**src/hw/isolated_bcd_program_port_defines.vh**
```
// Operation
// - Power-up reset presets every counter, flip-flop and register on both sides.
// - Only a load request changes the programmed output after presetting.
// - Transfer timing starts on the trailing edge of the load request.
// - Each accepted request opens a fixed 800 ns delay gate.
// - Delay gate end drives the ready flag not-ready for 30 us.
// - Delay gate start sets the window that enables oscillator and clock gate.
// - Delay gate start fires an 8 us output-freeze pulse on the isolated side.
// - Window lasts 1.6 us with complementary enables; clock gated only inside it.
// - Exactly 16 conversion clock pulses at the 10 MHz rate per window; the code spaces them 2 cycles, 80 ns (12.5 MHz).
// - Each conversion pulse steps a 4-bit address over sixteen input positions.
// - Two serial streams travel with the conversion clock into the isolated side.
// - Isolated shift register rebuilds parallel commands, applied when freeze ends.
// - Standby keeps oscillator running; after window its pulses go to standby path.
// - Standby pulses give a standby command lasting until the next load request.
// - Overload flag set at current-limit start and cleared at its end.
// - Ready flag not-ready during overload and 30 us after it clears.
// - Ladder switch takes the reference when its command bit is high.
// - Each decade takes an 8-4-2-1 digit; position sets its significance.
// - External reference connects when its select or the standby command is on.
// - Preset leaves output at minimum with logic ready for input data.
`ifndef ISOLATED_BCD_PROGRAM_PORT_DEFINES_VH
`define ISOLATED_BCD_PROGRAM_PORT_DEFINES_VH

`define CLK_PERIOD_NS 40
`define T_DELAY_NS 800
`define T_READY_NS 30000
`define T_HOLD_NS 8000
`define T_WINDOW_NS 1600
`define T_CONV_PERIOD_NS 100

// Least times round up to whole cycles
`define DELAY_CYC ((`T_DELAY_NS + `CLK_PERIOD_NS - 1) / `CLK_PERIOD_NS)
`define READY_CYC ((`T_READY_NS + `CLK_PERIOD_NS - 1) / `CLK_PERIOD_NS)
`define HOLD_CYC ((`T_HOLD_NS + `CLK_PERIOD_NS - 1) / `CLK_PERIOD_NS)
`define WINDOW_CYC ((`T_WINDOW_NS + `CLK_PERIOD_NS - 1) / `CLK_PERIOD_NS)
// Pulse period rounds down so all pulses fit inside the window
`define CONV_CYC (`T_CONV_PERIOD_NS / `CLK_PERIOD_NS)

`define CONV_PULSES 16
`define ADDR_W 4
`define STREAM_W 16
`define CMD_W 32
`define CMD_RESET 32'h00000000
`define DECADES 6
`define CMD_POLARITY_BIT 24
`define CMD_EXTREF_BIT 25

`endif

```
**src/hw/isolated_bcd_program_port.v**
```verilog
`timescale 1ns/1ns
`include "isolated_bcd_program_port_defines.vh"

module isolated_bcd_program_port (
    input wire clk_sys,
    input wire reset,
    input wire load_request,
    input wire standby_request,
    input wire current_limit,
    input wire [31:0] program_data,
    output reg ready_q,
    output reg overload_q,
    output wire hold,
    output wire standby_cmd,
    output wire polarity_negative,
    output reg external_reference_select_connect_q,
    output wire [23:0] ladder_switch,
    output wire [31:0] command_bits
);

localparam ST_IDLE = 2'b00;
localparam ST_DELAY = 2'b01;
localparam ST_TAIL = 2'b10;

// Counts kept at full width, then cut to their counters on purpose
localparam [31:0] DELAY_FULL = `DELAY_CYC - 1;
localparam [31:0] WINDOW_FULL = `WINDOW_CYC - 1;
localparam [31:0] READY_FULL = `READY_CYC;
localparam [31:0] CONV_FULL = `CONV_CYC - 1;
localparam [31:0] PULSE_FULL = `CONV_PULSES;
localparam [5:0] DELAY_LOAD = DELAY_FULL[5:0];
localparam [5:0] WINDOW_LOAD = WINDOW_FULL[5:0];
localparam [9:0] READY_LOAD = READY_FULL[9:0];
localparam [1:0] CONV_LAST = CONV_FULL[1:0];
localparam [4:0] PULSE_LIMIT = PULSE_FULL[4:0];

////////////////////////////////////////////////////////////////////////////
// Pin synchronisers
reg load_s1_q;
reg load_s2_q;
reg load_s3_q;
reg stby_s1_q;
reg stby_s2_q;
reg ilim_s1_q;
reg ilim_s2_q;
reg [31:0] data_s1_q;
reg [31:0] data_s2_q;

always @(posedge clk_sys or posedge reset) begin
    if (reset) begin
        load_s1_q <= 1'b0;
        load_s2_q <= 1'b0;
        load_s3_q <= 1'b0;
        stby_s1_q <= 1'b0;
        stby_s2_q <= 1'b0;
        ilim_s1_q <= 1'b0;
        ilim_s2_q <= 1'b0;
        data_s1_q <= 32'h00000000;
        data_s2_q <= 32'h00000000;
    end else begin
        load_s1_q <= load_request;
        load_s2_q <= load_s1_q;
        load_s3_q <= load_s2_q;
        stby_s1_q <= standby_request;
        stby_s2_q <= stby_s1_q;
        ilim_s1_q <= current_limit;
        ilim_s2_q <= ilim_s1_q;
        data_s1_q <= program_data;
        data_s2_q <= data_s1_q;
    end
end

// Trailing edge only; the leading edge does nothing
wire load_trail = load_s3_q & ~load_s2_q;

////////////////////////////////////////////////////////////////////////////
// Transfer sequencer
reg [1:0] state_q;
reg [5:0] gate_cnt_q;
reg [5:0] win_cnt_q;
reg window_q;
reg window_n_q;
reg freeze_start_q;
reg gate_end_q;
reg [1:0] state_d;
reg [5:0] gate_cnt_d;
reg accept;

always @* begin
    state_d = state_q;
    gate_cnt_d = gate_cnt_q;
    accept = 1'b0;
    case (state_q)
        ST_IDLE: begin
            // Requests inside a running window never reach here
            if (load_trail) begin
                accept = 1'b1;
                state_d = ST_DELAY;
                gate_cnt_d = DELAY_LOAD;
            end
        end
        ST_DELAY: begin
            if (gate_cnt_q == 6'h00) begin
                state_d = ST_TAIL;
            end else begin
                gate_cnt_d = gate_cnt_q - 6'h01;
            end
        end
        ST_TAIL: begin
            if (!window_q) begin
                state_d = ST_IDLE;
            end
        end
        default: begin
            state_d = ST_IDLE;
        end
    endcase
end

always @(posedge clk_sys or posedge reset) begin
    if (reset) begin
        state_q <= ST_IDLE;
        gate_cnt_q <= 6'h00;
        freeze_start_q <= 1'b0;
        gate_end_q <= 1'b0;
    end else begin
        state_q <= state_d;
        gate_cnt_q <= gate_cnt_d;
        freeze_start_q <= accept;
        gate_end_q <= (state_q == ST_DELAY) && (gate_cnt_q == 6'h00);
    end
end

////////////////////////////////////////////////////////////////////////////
// Start/stop window with complementary enables
// Closes on its own count; a new request cannot restart it
always @(posedge clk_sys or posedge reset) begin
    if (reset) begin
        win_cnt_q <= 6'h00;
        window_q <= 1'b0;
        window_n_q <= 1'b1;
    end else begin
        if (accept) begin
            window_q <= 1'b1;
            window_n_q <= 1'b0;
            win_cnt_q <= WINDOW_LOAD;
        end else if (window_q) begin
            if (win_cnt_q == 6'h00) begin
                window_q <= 1'b0;
                window_n_q <= 1'b1;
            end else begin
                win_cnt_q <= win_cnt_q - 6'h01;
            end
        end
    end
end

////////////////////////////////////////////////////////////////////////////
// Gated oscillator and serialiser
reg [1:0] phase_q;
reg [4:0] pulse_cnt_q;
reg [3:0] addr_q;
reg ser_clk_q;
reg ser_a_q;
reg ser_b_q;
reg standby_pulse_q;

// Standby keeps the oscillator alive outside the window
wire osc_run = window_q | stby_s2_q;
wire osc_tick = osc_run && (phase_q == CONV_LAST);
wire conv_tick = osc_tick && window_q && (pulse_cnt_q != PULSE_LIMIT);

// Input multiplexer: address k picks bit k and bit 16+k
// Stream B carries the upper half with polarity and reference select
wire [15:0] stream_a;
wire [15:0] stream_b;

genvar k;
generate
    for (k = 0; k < `STREAM_W; k = k + 1) begin : g_mux
        assign stream_a[k] = data_s2_q[k];
        assign stream_b[k] = data_s2_q[`STREAM_W + k];
    end
endgenerate

// Phase counter divides the system clock down to the conversion rate
always @(posedge clk_sys or posedge reset) begin
    if (reset) begin
        phase_q <= 2'b00;
        pulse_cnt_q <= 5'h00;
        addr_q <= 4'h0;
    end else begin
        if (accept) begin
            phase_q <= 2'b00;
            pulse_cnt_q <= 5'h00;
            addr_q <= 4'h0;
        end else if (osc_run) begin
            phase_q <= osc_tick ? 2'b00 : phase_q + 2'b01;
        end else begin
            phase_q <= 2'b00;
        end
        if (conv_tick) begin
            pulse_cnt_q <= pulse_cnt_q + 5'h01;
            addr_q <= addr_q + 4'h1;
        end
    end
end

////////////////////////////////////////////////////////////////////////////
// Barrier drivers: clock, two bit streams and standby pulses
always @(posedge clk_sys or posedge reset) begin
    if (reset) begin
        ser_clk_q <= 1'b0;
        ser_a_q <= 1'b0;
        ser_b_q <= 1'b0;
        standby_pulse_q <= 1'b0;
    end else begin
        ser_clk_q <= conv_tick;
        if (conv_tick) begin
            ser_a_q <= stream_a[addr_q];
            ser_b_q <= stream_b[addr_q];
        end
        // Complementary enable steers ticks to the standby path
        standby_pulse_q <= osc_tick & stby_s2_q & window_n_q;
    end
end

////////////////////////////////////////////////////////////////////////////
// Overload and ready flag
// One counter serves both the gate tail and the overload tail
reg [9:0] ready_cnt_q;

// Set and cleared by the edges of the synchronised limit level
wire ilim_start = ilim_s2_q & ~overload_q;
wire ilim_end = ~ilim_s2_q & overload_q;
// Not ready through the gate, the one-shot and any overload
wire gate_busy = accept | (state_q == ST_DELAY) | gate_end_q;
wire ovl_busy = ilim_s2_q | overload_q;
wire tail_busy = (ready_cnt_q > 10'h001);

always @(posedge clk_sys or posedge reset) begin
    if (reset) begin
        overload_q <= 1'b0;
        ready_cnt_q <= 10'h000;
        ready_q <= 1'b1;
    end else begin
        if (ilim_start) begin
            overload_q <= 1'b1;
        end else if (ilim_end) begin
            overload_q <= 1'b0;
        end
        if (gate_end_q) begin
            ready_cnt_q <= READY_LOAD;
        end else if (ilim_end) begin
            ready_cnt_q <= READY_LOAD;
        end else if (ready_cnt_q != 10'h000) begin
            ready_cnt_q <= ready_cnt_q - 10'h001;
        end
        ready_q <= !(gate_busy | ovl_busy | tail_busy);
    end
end

////////////////////////////////////////////////////////////////////////////
// Isolated side
wire [31:0] cmd;
wire stby_cmd;

isolated_command_register u_iso (
    .clk_sys(clk_sys),
    .reset(reset),
    .freeze_start(freeze_start_q),
    .ser_clk(ser_clk_q),
    .ser_a(ser_a_q),
    .ser_b(ser_b_q),
    .standby_pulse(standby_pulse_q),
    .hold_q(hold),
    .cmd_q(cmd),
    .standby_cmd_q(stby_cmd)
);

assign command_bits = cmd;
assign standby_cmd = stby_cmd;
assign polarity_negative = cmd[`CMD_POLARITY_BIT];

////////////////////////////////////////////////////////////////////////////
// Ladder drives: one nibble per decade, weights 8-4-2-1, lowest first
genvar d;
generate
    for (d = 0; d < `DECADES; d = d + 1) begin : g_decade
        assign ladder_switch[4*d+3:4*d] = cmd[4*d+3:4*d];
    end
endgenerate

////////////////////////////////////////////////////////////////////////////
// External reference: its own select or a standby command connects it
// Registered so the pin comes straight from a flip-flop
always @(posedge clk_sys or posedge reset) begin
    if (reset) begin
        external_reference_select_connect_q <= 1'b0;
    end else begin
        external_reference_select_connect_q <= cmd[`CMD_EXTREF_BIT] | stby_cmd;
    end
end

endmodule // isolated_bcd_program_port

```
**src/hw/isolated_command_register.v**
```verilog
`timescale 1ns/1ns
`include "isolated_bcd_program_port_defines.vh"

module isolated_command_register (
    input wire clk_sys,
    input wire reset,
    input wire freeze_start,
    input wire ser_clk,
    input wire ser_a,
    input wire ser_b,
    input wire standby_pulse,
    output reg hold_q,
    output reg [31:0] cmd_q,
    output reg standby_cmd_q
);

reg [15:0] shift_a_q;
reg [15:0] shift_b_q;
reg [9:0] hold_cnt_q;

localparam [31:0] HOLD_FULL = `HOLD_CYC;
localparam [9:0] HOLD_LOAD = HOLD_FULL[9:0];

////////////////////////////////////////////////////////////////////////////
always @(posedge clk_sys or posedge reset) begin
    if (reset) begin
        shift_a_q <= 16'h0000;
        shift_b_q <= 16'h0000;
        hold_cnt_q <= 10'h000;
        hold_q <= 1'b0;
        cmd_q <= `CMD_RESET;
        standby_cmd_q <= 1'b0;
    end else begin
        if (ser_clk) begin
            shift_a_q <= {ser_a, shift_a_q[15:1]};
            shift_b_q <= {ser_b, shift_b_q[15:1]};
        end
        if (freeze_start) begin
            hold_cnt_q <= HOLD_LOAD;
            hold_q <= 1'b1;
        end else if (hold_cnt_q != 10'h000) begin
            hold_cnt_q <= hold_cnt_q - 10'h001;
            if (hold_cnt_q == 10'h001) begin
                hold_q <= 1'b0;
                cmd_q <= {shift_b_q, shift_a_q};
            end
        end
        // Set wins so a pulse in the clearing cycle is kept
        if (standby_pulse) begin
            standby_cmd_q <= 1'b1;
        end else if (freeze_start) begin
            standby_cmd_q <= 1'b0;
        end
    end
end

endmodule // isolated_command_register

```
**config.mk**
```make
export PLATFORM = sky130hd
export DESIGN_NAME = isolated_bcd_program_port
export DESIGN_NICKNAME = d
export VERILOG_FILES = /design/src/hw/isolated_bcd_program_port.v /design/src/hw/isolated_command_register.v
export VERILOG_INCLUDE_DIRS = /design/src /design/src/hw
export SDC_FILE = /design/constraint.sdc
export NUM_CORES = 1
export LEC_CHECK = 0
export BUFFER_PORTS_ARGS = -buffer_cell sky130_fd_sc_hd__buf_2
export CORE_UTILIZATION = 57
export CTS_CLUSTER_SIZE = 40
export DETAILED_ROUTE_END_ITERATION = 7
export GPL_TIMING_DRIVEN = 0
export PLACE_DENSITY = 0.79
export SLEW_MARGIN = 20
export SYNTH_ARGS = -nofsm -noshare
export SYNTH_HDL_FRONTEND = slang
export SYNTH_SLANG_ARGS = --single-unit
export TNS_END_PERCENT = 1
```
**constraint.sdc**
```tcl
create_clock -name clk_sys -period 8.2 [get_ports clk_sys]
set_input_delay 1.64 -clock clk_sys [delete_from_list [all_inputs] [get_ports clk_sys]]
set_output_delay 1.64 -clock clk_sys [all_outputs]
set_load 0.03 [all_outputs]
```
* Yosys cells after proc, flatten, opt, wreduce, memory -nomap -nowiden *
Index checks and enable logic that the tools add are counted.

storage, ports and cells
  logic and storage cells = 134
  output and inout bits = 62
  flip-flop bits (word level) = 193
  input bits = 37

cells by class
  multiplexer cells = 41
  equal/unequal tests = 10
  reductions and logical operators = 25
  order comparisons = 2
  bitwise logic cells = 16
  add/subtract/negate cells = 7

operators by type and width
  kind                                                                   count
  10-bit 2-to-1 mux                                                      5
  6-bit 2-to-1 mux                                                       5
  10-bit nonzero test                                                    2
  10-bit by 1-bit subtractor with 10-bit output, second input constant   2
  1-bit 2-to-1 mux                                                       17
  2-bit nonzero test                                                     8
  6-bit zero test                                                        2
  2-bit 2-to-1 mux                                                       6
  6-bit one-hot mux with 2 select lines                                  1
  6-bit by 1-bit subtractor with 6-bit output, second input constant     2
  10-bit by 1-bit == test with 1-bit output, second input constant       1
  10-bit by 1-bit > comparator with 1-bit output, second input constant  1
  5-bit 2-to-1 mux                                                       2
  3-bit AND reduction                                                    3
  1-bit binary-select mux with 4-bit select                              2
  4-bit 2-to-1 mux                                                       2
  2-bit != test, second input constant                                   4
  1-bit OR                                                               7
  2-bit one-hot mux with 3 select lines                                  1
  2-bit AND reduction                                                    3
  5-bit by 1-bit adder with 5-bit output, second input constant          1
  1-bit bitwise AND                                                      5
  4-bit by 5-bit < comparator with 1-bit output, second input constant   1
  5-bit != test, second input constant                                   1
  10 further kinds                                                       17

* Longest topological paths before layout *
  depth in word-level cells = 9
  gate-level depth with buffers = 8
  depth with buffers taken out = 7

* By module *
Synthesis repeated with hierarchy kept, for this count alone.

unflattened totals
  cells, all modules = 541
  area total of the unflattened synthesis = 7,591.0 um^2

by module, submodules not included
  module                     area an instance (um^2)  cells an instance  sequential area each (um^2)  instances
  isolated_bcd_program_port  4,525.6                  336                2,930.3                      1
  isolated_command_register  3,065.4                  205                1,901.8                      1

* Worst setup path before layout *
OpenSTA, ideal clock, no wires.

  kind = register -> output
  start = register u_iso.cmd_q[24]
  end = output command_bits[24]
  data required time = 6.560 ns
  path slack = 5.839 ns
  path buffers = 1
  arrival = 0.721 ns
  cell stages (with the launch flop) = 2
  cells stage by stage = dfrtp_1 > buf_4

RTL lines
  element                 line                            text
  start, declared         isolated_command_register.v:13  output reg [31:0] cmd_q,
  start signal, assigned  isolated_command_register.v:31  cmd_q <= `CMD_RESET;
  start signal, assigned  isolated_command_register.v:45  cmd_q <= {shift_b_q, shift_a_q};
  end, declared           isolated_bcd_program_port.v:18  output wire [31:0] command_bits

No word-level cell between the ends.

* Final worst setup path *
  start = register u_iso.cmd_q[18]
  end = output ladder_switch[18]

RTL lines
  element        line                            text
  end, declared  isolated_bcd_program_port.v:17  output wire [23:0] ladder_switch,

No word-level cell between the ends.

==> out/metrics.csv <==
metric;value;unit
synthTopCellsByArea;dfrtp_1 (63%), mux2_4 (5.7%), mux2_2 (5.5%);
worst_slew_pin_slew;732;ps
grt_remaining_overflow;0;
grt_usage;19.8;%
drt-initial-drc-count;187;
core_region_area;12800;um2
io_pins;99;
path_cells;buf_4 > buf_2;
finalClockSkew;7.37;ps
die_y;118;um
synthesis.instances;531;
period_share;34.3;%
whs_endpoint;load_s2_q;
crit_path_top_delay_cell;dfrtp_1;
synthToLayoutAreaGrowth;17.4;%
viasPerCell;5.24;
die_w;118;um
gp_congestion;0.773;
fin_nets;700;
p_comb_share;26.0;%
total_power;2.84;mW
fmax;0.355;GHz
p_seq_share;45.8;%
ctsResizeCount;0;
antenna_found_initial;0;
ys_ff_latch;193;
setup_viol;0;
num_vias;4368;
ys_seq_area_share;63.5;%
synth_area_leader_cell;dfrtp_1;
worst_skew_pair.late_latency;430;ps
avgSynthCellArea;14.3;um2
cp.arrival;1180;ps
hp-class;flop to flop;
drive_gt1_share;38.1;%
required;6560;ps
synth-edff-count;0;
post-place-ws;5530;ps
hpwlAfterDp;8.41;mm
yosysTopAreaCellShare;62.8;%
htreeDepth;4;
hold_path_depth;0;
syn_nets;582;
reg2regPathDepth;7;
yosys_warnings;0;
wl;12.3;mm
cap_violations;0;
portBuffers;98;
switching_power;0.902;mW
ys_top_cells_by_count;dfrtp_1 (191), mux2_2 (37), mux2_4 (29);
grt_max_degree;98;
postSynth.asyncResetShare;100;%
start_util;59.3;%
clockBufferDepth;2;
drv_slew;0;
routedWlPerCell;14.7;um
rr_startpoint;ready_cnt_q[0];
hold_viol;0;
antenna_left;0;
grt_pass1_wl;21.5;mm
peakVddDrop;250;uV
critPathTopFamily;flip-flops;
rrSetupSlack;5900;ps
crit_buf_inv;2;
cts_buffers;17;
end_kind;primary output;
dpl-instance-area;8350;um2
setup_ws;5380;ps
cp_slowest_stage_delay;430;ps
yosysMostFrequentCell;dfrtp_1;
clock_power_share;28.2;%
antennaDiodeCount;0;
power_density;318;nW/um2
crit_type;flop to primary output;
cp_max_fo;3;
die-area;13800;um2
clock_sinks;193;
maxSlewHeadroom;50.7;%
grt_pass1_vias;4472;
cts_tree;built;
drtPass1Iterations;5;
post-route-cell-area;8930;um2
post_cts_buffers;0;
synthFlopType;dfrtp_1;
cp-start-kind;flop;
status;finished, final reports clean;
clockRootBuffer;clkbuf_16;
switching_share;31.7;%
reg2reg_to;ready_cnt_q[1];
finalCriticalPeriod;2820;ps
min_from;load_s1_q;
rows;41;
yosysUniqueCellTypes;61;
grt_setup_unrepaired;no;
drc;0;
cts_hold_buf;0;
p_int;1.94;mW
clk_pin_slew;70;ps
power_leakage;4.41;nW
syn-cell-area;7610;um2
registers in the layout (all words and copies together), names as in the netlist, 2 cells and up:
signal,cells
data_s1_q,32
data_s2_q,32
u_iso.cmd_q,32
u_iso.shift_a_q,16
u_iso.shift_b_q,16
ready_cnt_q,10
u_iso.hold_cnt_q,10
gate_cnt_q,6
win_cnt_q,6
pulse_cnt_q,5
addr_q,4
phase_q,2
state_q,2
cells in the final DEF (no fill, tap or decap), types with 14 or more instances in the layout:
cell type    n
mux2_2      37
nand2_1     22
inv_1       21
dfrtp_1    191
buf_4       25
buf_2      100
mux2_4      29
ha_1        14
nor2_1      23
clkbuf_16   17
cells by family (layout without fill, tap and decap cells):
family	Yosys count	in the layout	share of synthesized area [%]
flops	193	193	63.5
xor+xnor	13	13	1.50
simple gates	106	106	8.04
buf+inv	67	198	4.87
fa+ha+maj	14	14	2.30
compound gates	56	56	5.18
mux	82	82	14.6
final cells by class:
| type | count | area, um2 |
|---|---|---|
| plain buffers | 44 | 284 |
| clock buffers | 18 | 439 |
| clock inverters | 14 | 143 |
| fillers | 899 | 3890 |
| inverters | 23 | 93.8 |
| multi-input cells | 271 | 2410 |
| flip-flops and latches | 193 | 4830 |
| well taps | 172 | 215 |
| repair buffers | 99 | 518 |
power groups by stage:
| stage | clock, mW | combinational [mW] | sequential, mW |
|---|---|---|---|
| detailed placement | 0 | 0.740 | 1.32 |
| floorplan | 0 | 0.569 | 1.30 |
| global placement | 0 | 0.699 | 1.30 |
| CTS | 0.817 | 0.749 | 1.30 |
| finish | 0.802 | 0.738 | 1.30 |
| global route | 0.860 | 0.822 | 1.33 |
worst register-to-register path: cells and delay by family (launching register included):
kind,cells,cell delay [ps]
and+or+nand+nor,3,920
adders and majority gates,1,240
buffers and inverters,2,300
DFF,1,410
muxes,1,370
worst max path at each step:
stage / startpoint / to / cells after the start
2_1_floorplan: reset / addr_q[0] / 1
3_3_place_gp: reset / data_s1_q[8] / 2
3_5_place_dp: reset / data_s1_q[2] / 3
4_1_cts: u_iso.cmd_q[18] / ladder_switch[18] / 2
5_1_grt: u_iso.cmd_q[18] / ladder_switch[18] / 2
6_report: u_iso.cmd_q[18] / ladder_switch[18] / 2
through the flow:
| stage | setup TNS [ps] | hold slack (ps) | std cells | utilization (%) |
|---|---|---|---|---|
| finish | 0 | 346 | 834 | 69.6 |
| detailed placement | 0 | 335 | 802 | 65.1 |
| global placement | -47590 | 333 | 801 | 64.8 |
| global route | 0 | 358 | 834 | 69.6 |
| CTS | 0 | 347 | 834 | 69.6 |
| floorplan | 0 | 331 | 531 | - |
metal layers:
metal  routed length, um  global-route usage, %
met1                5410                   25.1
met2                6150                   33.0
met3                 510                   4.84
met4                 213                   7.53
met5                   0                      0
Note: power is estimated with default switching activity, not from simulation.
